==> src/include/eth_filt_consts.svh <==
// register map, field positions and limits of the receive filter
`ifndef ETH_FILT_CONSTS_SVH
`define ETH_FILT_CONSTS_SVH

// register byte offsets on the 12-bit register bus
`define EF_OFF_NET_CFG 12'h004
`define EF_OFF_RX_STAT 12'h008
`define EF_OFF_HASH_LO 12'h080
`define EF_OFF_HASH_HI 12'h084
`define EF_OFF_SA1_LO 12'h088
`define EF_OFF_SA1_HI 12'h08c
`define EF_OFF_TID1 12'h0a8
`define EF_OFF_TX_512 12'h128

// network configuration bit positions
`define EF_CFG_COPY_ALL 4
`define EF_CFG_MC_HASH 6
`define EF_CFG_UC_HASH 7
`define EF_CFG_NO_PAUSE 23
`define EF_CFG_KEEP_FCS 26

// type id match enable bit
`define EF_TID_EN 31

// reset value of every writable register and of the counter
`define EF_RST_WORD 32'h0000_0000

// frame layout and length window of the counter
`define EF_HDR_BYTES 4'he
`define EF_DA_BYTES 4'h6
`define EF_TYPE_HI 4'hc
`define EF_TYPE_LO 4'hd
`define EF_PAUSE_TYPE 16'h8808
`define EF_LEN_MIN 14'h0200
`define EF_LEN_MAX 14'h03ff

// bus answers
`define EF_RESP_OKAY 2'h0
`define EF_RESP_SLVERR 2'h2

// buffer shape: byte plus end-of-frame flag, four entries
`define EF_FIFO_W 9
`define EF_FIFO_DEPTH 4

`endif

==> src/include/eth_filt_pkg.sv <==
// types shared by the receive filter modules
package eth_filt_pkg;

  // receive walk: waiting for a first byte, or inside a frame
  typedef enum logic {RX_IDLE, RX_FRAME} rx_state_t;

  // whole state of the filter top
  typedef struct packed {
    rx_state_t rx_st;
    logic [3:0] byte_cnt;
    logic [47:0] da;
    logic [15:0] etype;
    logic err_seen;
    logic rxer_meta;
    logic rxer_sync;
    logic [31:0] cfg;
    logic [31:0] hash_lo;
    logic [31:0] hash_hi;
    logic [31:0] sa_lo;
    logic [31:0] sa_hi;
    logic [31:0] tid;
    logic [31:0] tx_cnt;
    logic done;
    logic copy;
    logic mc_hit;
    logic uc_hit;
    logic pause_drop;
    logic [5:0] last_idx;
    logic aw_got;
    logic w_got;
    logic [11:0] awaddr;
    logic [31:0] wdata;
    logic [3:0] wstrb;
    logic bvalid;
    logic [1:0] bresp;
    logic rvalid;
    logic [31:0] rdata;
    logic [1:0] rresp;
  } filt_state_t;

endpackage

==> src/include/byte_fifo_if.sv <==
// valid/ready carrier between the filter and its frame buffer
`timescale 1ns/1ps
interface byte_fifo_if #(parameter int W = 9);
  logic push_valid;
  logic push_ready;
  logic [W-1:0] push_data;
  logic pop_valid;
  logic pop_ready;
  logic [W-1:0] pop_data;
  modport fifo (input push_valid, push_data, pop_ready, output push_ready, pop_valid, pop_data);
  modport user (output push_valid, push_data, pop_ready, input push_ready, pop_valid, pop_data);
endinterface

==> src/verilog/stream_fifo.sv <==
// small synchronous fifo with valid/ready on both sides
`timescale 1ns/1ps
module stream_fifo #(
  parameter int W = 9,
  parameter int DEPTH = 4
) (
  // clock and reset
  input wire logic clock_i,
  input wire logic rst_b_i,
  // both sides
  byte_fifo_if.fifo port
);
  localparam int AW = $clog2(DEPTH);

  typedef struct packed {
    logic [DEPTH-1:0][W-1:0] mem;
    logic [AW-1:0] wr;
    logic [AW-1:0] rd;
    logic [AW:0] cnt;
  } fifo_state_t;

  fifo_state_t q;
  fifo_state_t d;
  logic push;
  logic pop;

  // full and empty straight from the count, so the source really stalls
  assign port.push_ready = (q.cnt != (AW+1)'(DEPTH));
  assign port.pop_valid = (q.cnt != '0);
  assign port.pop_data = q.mem[q.rd];
  assign push = port.push_valid & port.push_ready;
  assign pop = port.pop_valid & port.pop_ready;

  // pointer and count update
  always_comb begin
    d = q;
    if (push) begin
      d.mem[q.wr] = port.push_data;
      d.wr = q.wr + AW'(1);
    end
    if (pop) begin
      d.rd = q.rd + AW'(1);
    end
    d.cnt = q.cnt + (AW+1)'(push) - (AW+1)'(pop);
  end

  always_ff @(posedge clock_i or negedge rst_b_i) begin
    if (!rst_b_i) begin
      q <= '0;
    end else begin
      q <= d;
    end
  end
endmodule // stream_fifo

==> src/verilog/hash_lookup.sv <==
// 6-bit address hash and its lookup in the 64-bit table
`timescale 1ns/1ps
module hash_lookup (
  // inputs
  input wire logic [47:0] da_i,
  input wire logic [63:0] table_i,
  // results
  output logic [5:0] idx_o,
  output logic hit_o
);
  // one index bit folds every sixth address bit
  for (genvar n = 0; n < 6; n++) begin : g_fold
    assign idx_o[n] = da_i[n] ^ da_i[n+6] ^ da_i[n+12] ^ da_i[n+18]
                    ^ da_i[n+24] ^ da_i[n+30] ^ da_i[n+36] ^ da_i[n+42];
  end

  // bottom word holds bits 0 to 31, top word 32 to 63
  assign hit_o = table_i[idx_o];
endmodule // hash_lookup

==> src/verilog/eth_rx_address_filter.sv <==
// receive address filter with hash table, copy-all and a tx size counter
//
// Functional notes
// - hash table is 64 bits, bottom word low half, top word high half
// - hash bit n is XOR of address bits n, n+6 up to n+42
// - address bit 0 is lsb of first byte, bit 47 msb of last
// - multicast hit needs multicast enable, address bit 0 one, table bit set
// - unicast hit needs unicast enable, address bit 0 zero, table bit set
// - copy-all keeps every frame except long, short, bad fcs or rx error
// - bad fcs frames are still kept when config bit 26 is set
// - config bit 23 drops pause frames over every other match
// - read-only 32-bit count of sent 512 to 1023 byte frames, zero at reset
// - count only frames sent without underrun and within retry limit
//
// Design decision made here: register access over AXI4-Lite.
`timescale 1ns/1ps
`include "eth_filt_consts.svh"
module eth_rx_address_filter (
  // clock and reset
  input wire logic clock_i,
  input wire logic rst_b_i,

  // receive byte stream from the mac receive path
  input wire logic rx_valid_i,
  input wire logic [7:0] rx_data_i,
  input wire logic rx_last_i,
  input wire logic rx_too_long_i,
  input wire logic rx_too_short_i,
  input wire logic rx_fcs_bad_i,
  output logic rx_ready_o,

  // receive error pin from the phy
  input wire logic receive_error_input_i,

  // frame bytes towards memory
  output logic mem_valid_o,
  output logic [7:0] mem_data_o,
  output logic mem_last_o,
  input wire logic mem_ready_i,

  // per-frame verdict
  output logic frame_done_o,
  output logic frame_copy_o,
  output logic frame_mc_hit_o,
  output logic frame_uc_hit_o,

  // transmit completion report
  input wire logic tx_done_i,
  input wire logic [13:0] tx_len_i,
  input wire logic tx_underrun_i,
  input wire logic tx_retry_limit_i,

  // axi4-lite write address and data
  input wire logic [11:0] s_axi_awaddr,
  input wire logic s_axi_awvalid,
  output logic s_axi_awready,
  input wire logic [31:0] s_axi_wdata,
  input wire logic [3:0] s_axi_wstrb,
  input wire logic s_axi_wvalid,
  output logic s_axi_wready,

  // axi4-lite write response
  output logic [1:0] s_axi_bresp,
  output logic s_axi_bvalid,
  input wire logic s_axi_bready,

  // axi4-lite read
  input wire logic [11:0] s_axi_araddr,
  input wire logic s_axi_arvalid,
  output logic s_axi_arready,
  output logic [31:0] s_axi_rdata,
  output logic [1:0] s_axi_rresp,
  output logic s_axi_rvalid,
  input wire logic s_axi_rready
);

  eth_filt_pkg::filt_state_t q;
  eth_filt_pkg::filt_state_t d;

  // address decode, shared by the read and the write side
  function automatic logic is_mapped(input logic [11:0] a);
    case (a)
      `EF_OFF_NET_CFG,
      `EF_OFF_RX_STAT,
      `EF_OFF_HASH_LO,
      `EF_OFF_HASH_HI,
      `EF_OFF_SA1_LO,
      `EF_OFF_SA1_HI,
      `EF_OFF_TID1,
      `EF_OFF_TX_512: is_mapped = 1'b1;
      default: is_mapped = 1'b0;
    endcase
  endfunction

  // merge a write under its byte strobes
  function automatic logic [31:0] merge(input logic [31:0] old, input logic [31:0] nw,
                                        input logic [3:0] strb);
    merge = old;
    for (int i = 0; i < 4; i++) begin
      if (strb[i]) begin
        merge[8*i +: 8] = nw[8*i +: 8];
      end
    end
  endfunction

  // read word for an address; unmapped space reads zero
  function automatic logic [31:0] rd_word(input eth_filt_pkg::filt_state_t s,
                                          input logic [11:0] a);
    case (a)
      `EF_OFF_NET_CFG: rd_word = s.cfg;
      `EF_OFF_RX_STAT: rd_word = {18'h0, s.last_idx, 3'h0, s.pause_drop,
                                  s.uc_hit, s.mc_hit, s.copy, s.done};
      `EF_OFF_HASH_LO: rd_word = s.hash_lo;
      `EF_OFF_HASH_HI: rd_word = s.hash_hi;
      `EF_OFF_SA1_LO: rd_word = s.sa_lo;
      `EF_OFF_SA1_HI: rd_word = s.sa_hi;
      `EF_OFF_TID1: rd_word = s.tid;
      `EF_OFF_TX_512: rd_word = s.tx_cnt;
      default: rd_word = 32'h0000_0000;
    endcase
  endfunction

  // frame buffer between the receive stream and memory
  byte_fifo_if #(.W(`EF_FIFO_W)) buf_if ();

  stream_fifo #(
    .W(`EF_FIFO_W),
    .DEPTH(`EF_FIFO_DEPTH)
  ) u_buf (
    .clock_i(clock_i),
    .rst_b_i(rst_b_i),
    .port(buf_if.fifo)
  );

  // the receive side stalls whenever the buffer is full
  logic rx_take;
  assign rx_ready_o = buf_if.push_ready;
  assign rx_take = rx_valid_i & buf_if.push_ready;
  assign buf_if.push_valid = rx_valid_i;
  assign buf_if.push_data = {rx_last_i, rx_data_i};

  // memory side drains the buffer at its own pace
  assign mem_valid_o = buf_if.pop_valid;
  assign mem_data_o = buf_if.pop_data[7:0];
  assign mem_last_o = buf_if.pop_data[8];
  assign buf_if.pop_ready = mem_ready_i;

  // hash of the captured destination address
  logic [5:0] hash_idx;
  logic hash_bit;

  hash_lookup u_hash (
    .da_i(q.da),
    .table_i({q.hash_hi, q.hash_lo}),
    .idx_o(hash_idx),
    .hit_o(hash_bit)
  );

  // match terms, valid once the header is complete
  logic hdr_ok;
  logic mc_hit;
  logic uc_hit;
  logic sa_hit;
  logic tid_hit;
  logic is_pause;
  logic err_now;
  logic len_bad;
  logic fcs_drop;
  logic any_hit;
  logic keep;
  logic tx_counts;

  // short frames never complete the header, so their match terms are ignored
  assign hdr_ok = (q.rx_st == eth_filt_pkg::RX_FRAME) && (q.byte_cnt == `EF_HDR_BYTES);
  assign mc_hit = q.cfg[`EF_CFG_MC_HASH] & q.da[0] & hash_bit;
  assign uc_hit = q.cfg[`EF_CFG_UC_HASH] & ~q.da[0] & hash_bit;
  assign sa_hit = (q.da == {q.sa_hi[15:0], q.sa_lo});
  assign tid_hit = q.tid[`EF_TID_EN] & (q.etype == q.tid[15:0]);
  assign is_pause = (q.etype == `EF_PAUSE_TYPE);

  // error terms sampled with the last byte
  assign err_now = q.err_seen | q.rxer_sync;
  assign len_bad = rx_too_long_i | rx_too_short_i | ~hdr_ok;
  assign fcs_drop = rx_fcs_bad_i & ~q.cfg[`EF_CFG_KEEP_FCS];
  assign any_hit = q.cfg[`EF_CFG_COPY_ALL] | mc_hit | uc_hit | sa_hit | tid_hit;

  // pause suppression overrides every match, copy-all included
  assign keep = ~len_bad & ~err_now & ~fcs_drop & any_hit
              & ~(is_pause & q.cfg[`EF_CFG_NO_PAUSE]);

  // only clean transmissions inside the size window are counted
  assign tx_counts = tx_done_i & ~tx_underrun_i & ~tx_retry_limit_i
                   & (tx_len_i >= `EF_LEN_MIN) & (tx_len_i <= `EF_LEN_MAX);

  // registered outputs
  assign frame_done_o = q.done;
  assign frame_copy_o = q.copy;
  assign frame_mc_hit_o = q.mc_hit;
  assign frame_uc_hit_o = q.uc_hit;

  // bus handshake; a write waits for its response to be taken
  assign s_axi_awready = ~q.aw_got & ~q.bvalid;
  assign s_axi_wready = ~q.w_got & ~q.bvalid;
  assign s_axi_bvalid = q.bvalid;
  assign s_axi_bresp = q.bresp;
  assign s_axi_arready = ~q.rvalid;
  assign s_axi_rvalid = q.rvalid;
  assign s_axi_rdata = q.rdata;
  assign s_axi_rresp = q.rresp;

  // next state of the whole block
  always_comb begin
    d = q;
    d.done = 1'b0;

    // error pin crosses in through two flops
    d.rxer_meta = receive_error_input_i;
    d.rxer_sync = q.rxer_meta;

    // receive walk over the header bytes
    case (q.rx_st)
      eth_filt_pkg::RX_IDLE: begin
        if (rx_take) begin
          d.da[7:0] = rx_data_i;
          d.byte_cnt = 4'h1;
          d.err_seen = q.rxer_sync;
          if (!rx_last_i) begin
            d.rx_st = eth_filt_pkg::RX_FRAME;
          end else begin
            // a one-byte frame is a runt and is dropped
            d.done = 1'b1;
            d.copy = 1'b0;
            d.mc_hit = 1'b0;
            d.uc_hit = 1'b0;
            d.pause_drop = 1'b0;
          end
        end
      end
      eth_filt_pkg::RX_FRAME: begin
        // an error pulse anywhere in the frame marks it
        if (q.rxer_sync) begin
          d.err_seen = 1'b1;
        end
        if (rx_take) begin
          if (q.byte_cnt < `EF_DA_BYTES) begin
            d.da[{q.byte_cnt[2:0], 3'h0} +: 8] = rx_data_i;
          end
          if (q.byte_cnt == `EF_TYPE_HI) begin
            d.etype[15:8] = rx_data_i;
          end
          if (q.byte_cnt == `EF_TYPE_LO) begin
            d.etype[7:0] = rx_data_i;
          end
          // count saturates once the header is in
          if (q.byte_cnt != `EF_HDR_BYTES) begin
            d.byte_cnt = q.byte_cnt + 4'h1;
          end
          if (rx_last_i) begin
            d.done = 1'b1;
            d.copy = keep;
            d.mc_hit = mc_hit & hdr_ok;
            d.uc_hit = uc_hit & hdr_ok;
            d.pause_drop = is_pause & q.cfg[`EF_CFG_NO_PAUSE] & hdr_ok;
            d.last_idx = hash_idx;
            d.rx_st = eth_filt_pkg::RX_IDLE;
          end
        end
      end
      default: begin
        d.rx_st = eth_filt_pkg::RX_IDLE;
      end
    endcase

    // transmit size counter, wraps after all ones
    if (tx_counts) begin
      d.tx_cnt = q.tx_cnt + 32'h0000_0001;
    end

    // write address and data may arrive in either order
    if (s_axi_awvalid && s_axi_awready) begin
      d.aw_got = 1'b1;
      d.awaddr = s_axi_awaddr;
    end
    if (s_axi_wvalid && s_axi_wready) begin
      d.w_got = 1'b1;
      d.wdata = s_axi_wdata;
      d.wstrb = s_axi_wstrb;
    end

    // write completes once both halves are held
    if (q.aw_got && q.w_got) begin
      d.aw_got = 1'b0;
      d.w_got = 1'b0;
      d.bvalid = 1'b1;
      d.bresp = is_mapped(q.awaddr) ? `EF_RESP_OKAY : `EF_RESP_SLVERR;
      case (q.awaddr)
        `EF_OFF_NET_CFG: d.cfg = merge(q.cfg, q.wdata, q.wstrb);
        `EF_OFF_HASH_LO: d.hash_lo = merge(q.hash_lo, q.wdata, q.wstrb);
        `EF_OFF_HASH_HI: d.hash_hi = merge(q.hash_hi, q.wdata, q.wstrb);
        `EF_OFF_SA1_LO: d.sa_lo = merge(q.sa_lo, q.wdata, q.wstrb);
        `EF_OFF_SA1_HI: d.sa_hi = merge(q.sa_hi, q.wdata, q.wstrb);
        `EF_OFF_TID1: d.tid = merge(q.tid, q.wdata, q.wstrb);
        // counter and status ignore writes
        default: begin
          d.cfg = q.cfg;
        end
      endcase
    end
    if (q.bvalid && s_axi_bready) begin
      d.bvalid = 1'b0;
    end

    // read answer is registered, one cycle after the address
    if (q.rvalid && s_axi_rready) begin
      d.rvalid = 1'b0;
    end
    if (s_axi_arvalid && !q.rvalid) begin
      d.rvalid = 1'b1;
      d.rdata = rd_word(q, s_axi_araddr);
      d.rresp = is_mapped(s_axi_araddr) ? `EF_RESP_OKAY : `EF_RESP_SLVERR;
    end
  end

  // all registers reset to zero, the counter included
  always_ff @(posedge clock_i or negedge rst_b_i) begin
    if (!rst_b_i) begin
      q <= '0;
    end else begin
      q <= d;
    end
  end

endmodule // eth_rx_address_filter

==> config.mk <==
export PLATFORM = sky130hd
export DESIGN_NAME = eth_rx_address_filter
export DESIGN_NICKNAME = d
export VERILOG_FILES = /design/src/include/eth_filt_pkg.sv /design/src/include/byte_fifo_if.sv /design/src/verilog/stream_fifo.sv /design/src/verilog/hash_lookup.sv /design/src/verilog/eth_rx_address_filter.sv
export VERILOG_INCLUDE_DIRS = /design/src /design/src/include
export SDC_FILE = /design/constraint.sdc
export NUM_CORES = 1
export LEC_CHECK = 0
export ABC_AREA = 1
export BUFFER_PORTS_ARGS = -buffer_cell sky130_fd_sc_hd__buf_2
export CAP_MARGIN = 20
export CORE_MARGIN = 8
export CORE_UTILIZATION = 55
export CTS_CLUSTER_DIAMETER = 80
export CTS_CLUSTER_SIZE = 14
export DETAILED_ROUTE_END_ITERATION = 10
export PLACE_DENSITY_LB_ADDON = 0.12
export SETUP_SLACK_MARGIN = 0.02
export SLEW_MARGIN = 20
export SYNTH_ARGS = -nofsm -noshare
export SYNTH_HDL_FRONTEND = slang
export SYNTH_SLANG_ARGS = --single-unit
export TNS_END_PERCENT = 30
==> constraint.sdc <==
create_clock -name clock_i -period 4.7 [get_ports clock_i]
set_clock_uncertainty 0.05 [all_clocks]
set_input_delay 0.235 -clock clock_i [delete_from_list [all_inputs] [get_ports clock_i]]
set_output_delay 0.235 -clock clock_i [all_outputs]
set_load 0.01 [all_outputs]
==> metrics.md <==
| Metric | Value |
|---|---|
| Crit-path slowest cell | `dfrtp_1` |
| Cells after DPL | `approximately 2,900` |
| Starting Density | `55.7%` |
| Clock-pin slew on the worst setup and hold paths | `0.06 ns` |
| Unrepaired setup endpoints after global routing | `false` |
| Flops & latches, synth | `436` |
| Critical path class | `flop to flop` |
| Core ar. | `0.0376 mm^2` |
| Root buf cell | `clkbuf_16` |
| Final setup TNS | `0 ns` |
| DR pass1 iterations | `6` |
| Die width | `~210 um` |
| Clock sink count | `~440` |
| Max Buffers Root-to-Sink | `3` |
| Avg WL per Cell | `21.2 um` |
| Mapped Cells | `2,381` |
| Post-synth EDFFs | `0` |
| Synth cell types | `58` |
| Top layer in use | `met4` |
| Fraction of final layout cells sized beyond drive strength 1 | `about a tenth` |
| CTS tree | `built` |
| Post-route ant nets | `0` |
| Post-detailed-routing wire length | `about 64,000 um` |
| Final HPWL DP | `45,800 um` |
| Initial antenna violation count | `0` |
| DRC Markers | `0` |
| Largest fanout on the critical path | `16` |
| FFs w/ async S/R, synth | `100%` |
| Status | `finished, final reports clean` |
| Final Critical Period | `3.16 ns` |
| Worst EP required | `just over 5 ns` |
| Avg Vias per Cell | `5.84` |
| # resized after CTS | `0` |
| Fin nets | `2,632` |
| Top post-synthesis cells by area | `dfrtp_1, nand2_1, o21ai_0, inv_1, nand3_1` |
| Cell Rows | `71` |
| Synth area leader | `dfrtp_1` |
| Worst slew margin | `~30%` |
| Number of buffers created by CTS | `37` |
| Slew of the pin with the lowest slew margin | `a little over 1 ns` |
| Syn_area_per_cell | `around 9 um^2` |
| Vias in the first global route | `about 17,000` |
| Clock latency on the worst-skew pair | `0.58 ns` |
| # diodes | `0` |
| Largest net degree at the start of global routing | `138` |
| Seq/Total Area, Yosys | `between 50% and 60%` |
| LEAKAGE | `10.6 nW` |
| Vias | `17,721` |
| Met3 WL post-DR | `6120 um` |
| Max stage delay on crit path | `0.64 ns` |
| Tot Pwr | `0.0131 W` |
| Final design utilization | `62.4%` |
| WL met2 | `28,200 um` |
| Synth warn | `0` |
| Fin crit share | `67.3%` |
| Critical path launch point type | `flop` |
| PortBufs | `143` |
| CP cell instances | `inv_1 -> ha_1 -> ha_1 -> inv_1 -> nor3_1 -> nand3_1 -> nand2_1 -> o21ai_1` |
| Min-Delay Path Class | `input pin to flop` |
| Synth top area share | `between 50% and 60%` |
| Layout Cells excl Fill | `3,033` |
| Max VDD drop | `~0.00046 V` |
| Layout area overhead | `12.1%` |
| Final Hold Viols | `0` |
| # setup viols final | `0` |
| GR Overflow Total | `0` |
| Power Dens Cells | `roughly 560 mW/mm^2` |
| Slew Viols, Final | `0` |
| Met1 WL | `28,100 um` |
| Ys flop type | `dfrtp_1` |
| Max-cap violations | `0` |
| Synthesized cell area | `0.0209 mm^2` |
| H-tree depth | `2` |
| FMAX | `approximately 320 MHz` |
| Crit end category | `flop` |
| Full die area | `roughly 0.045 mm^2` |
| Total track usage | `28.9%` |
| First-pass GRT wire length | `99,100 um` |
| DRT iter0 DRCs | `2,298` |
| Die Height | `211 um` |
| Ports | `155` |
| Arrival time at the worst endpoint | `~3.6 ns` |
| Gpl congestion | `0.918` |
registers in the layout (all words and copies together) (netlist names), named ones only:
name and count:
s_axi_rvalid 1, s_axi_rresp 1, frame_uc_hit_o 1, frame_done_o 1, u_buf.q 43, frame_copy_o 1, q 351, d 1
s_axi_bvalid 1, frame_mc_hit_o 1, s_axi_bresp 1, s_axi_rdata 32
report_power, final:
part           switching (W)  internal (W)
registers           0.000609       0.00444
logic                0.00369       0.00159
clock network        0.00137       0.00144
total                0.00567       0.00747
layout make-up:
| cell class | instances | area, um^2 |
|---|---|---|
| fillers | 3307 | 14100 |
| flip-flops and latches | 436 | 10900 |
| multi-input cells | 1581 | 8500 |
| repair buffers | 225 | 1530 |
| clock buffers | 39 | 955 |
| inverters | 239 | 897 |
| well taps | 511 | 639 |
| clock inverters | 2 | 32.5 |
Yosys cell counts, types with 2 or more instances:
cell type,n
nand2_1,494
buf_4,38
mux2_2,8
a2111oi_0,25
xor2_1,51
nor2_1,138
ha_1,12
o21a_1,2
o41ai_1,12
xnor2_1,59
a211oi_1,2
nor3_4,2
inv_1,227
nand2_2,6
o22ai_1,29
nand2_4,2
nor3b_2,2
nand4_2,4
nor4_2,3
nand3_2,2
a21oi_1,54
inv_2,11
o21ai_1,34
a32o_1,25
nor3_2,8
dfrtp_1,436
nor4_4,2
o221ai_1,21
nor3_1,18
buf_2,17
o21ai_0,326
nand3_1,151
nor4_1,20
o2111ai_1,3
nand4_1,41
a221oi_1,3
nor2_2,4
clkbuf_1,67
buf_6,3
kinds of logic after synthesis:
group | count (synthesis) | share of synthesized area, %
compound gates | 543 | 15.2
xor+xnor | 111 | 4.68
fa+ha+maj | 13 | 0.813
buf+inv | 365 | 7.43
flops | 436 | 52.1
mux | 8 | 0.430
other cells | 1 | 0.0179
simple gates | 904 | 19.4
critical path, delay by kind of cell (launching register included):
family | cells | cell delay (ns)
compound gates | 1 | 0.08
fa+ha+maj | 2 | 0.78
buf+inv | 2 | 0.40
flops | 1 | 0.64
simple gates | 3 | 1.08
metrics by stage:
stage	instance area, um^2	worst slack (ns)	hold WS, ns
after floorplan	20900	2.54	-0.111
after global placement	21900	1.64	0.189
after detailed placement	21900	1.57	0.188
after CTS	23500	1.58	0.00530
after global routing	23500	1.30	0.0382
final	23500	1.54	0.0303
per-layer routing:
metal / vias to the layer above / global-route usage [%]
li1: 8233 / -
met1: 8594 / 40.9
met2: 777 / 43.4
met3: 117 / 6.63
met4: 0 / 9.85
met5: - / 0
worst paths after layout:
path / startpoint / end / slack (ns) / cells after the start
max reg2reg: q[390] / q[374] / 1.54 / 8
min in group asynchronous: rst_b_i / q[100] / 0.19 / 2
max in group asynchronous: rst_b_i / q[383] / 3.29 / 3
max: q[390] / q[374] / 1.54 / 8
min reg2reg: d[323] / q[323] / 0.31 / 0
min: rx_valid_i / u_buf.q[5] / 0.03 / 3
placed cells by master (no fill, tap or decap), drive strengths merged, types with 25 or more instances in the layout:
cell         netlist  final
a32o              25     25
nor3              28     28
o21ai            360    360
a2111oi           25     25
xor2              52     52
nor2             142    142
clkbuf            67     39
xnor2             59     59
o22ai             29     29
dfrtp            436    436
nand3            154    154
inv              238    238
dlygate4sd3        0     61
nand2            502    502
nor4              25     25
a21oi             54     54
buf               59    164
nand4             45     45
what timing repair did:
action	in CTS	in global routing
endpoints found under the hold margin	139	0
hold buffers	61	0
endpoints found under the setup margin	0	0
setup buffers	0	0
No activity file was read; power rests on OpenSTA's default activity.
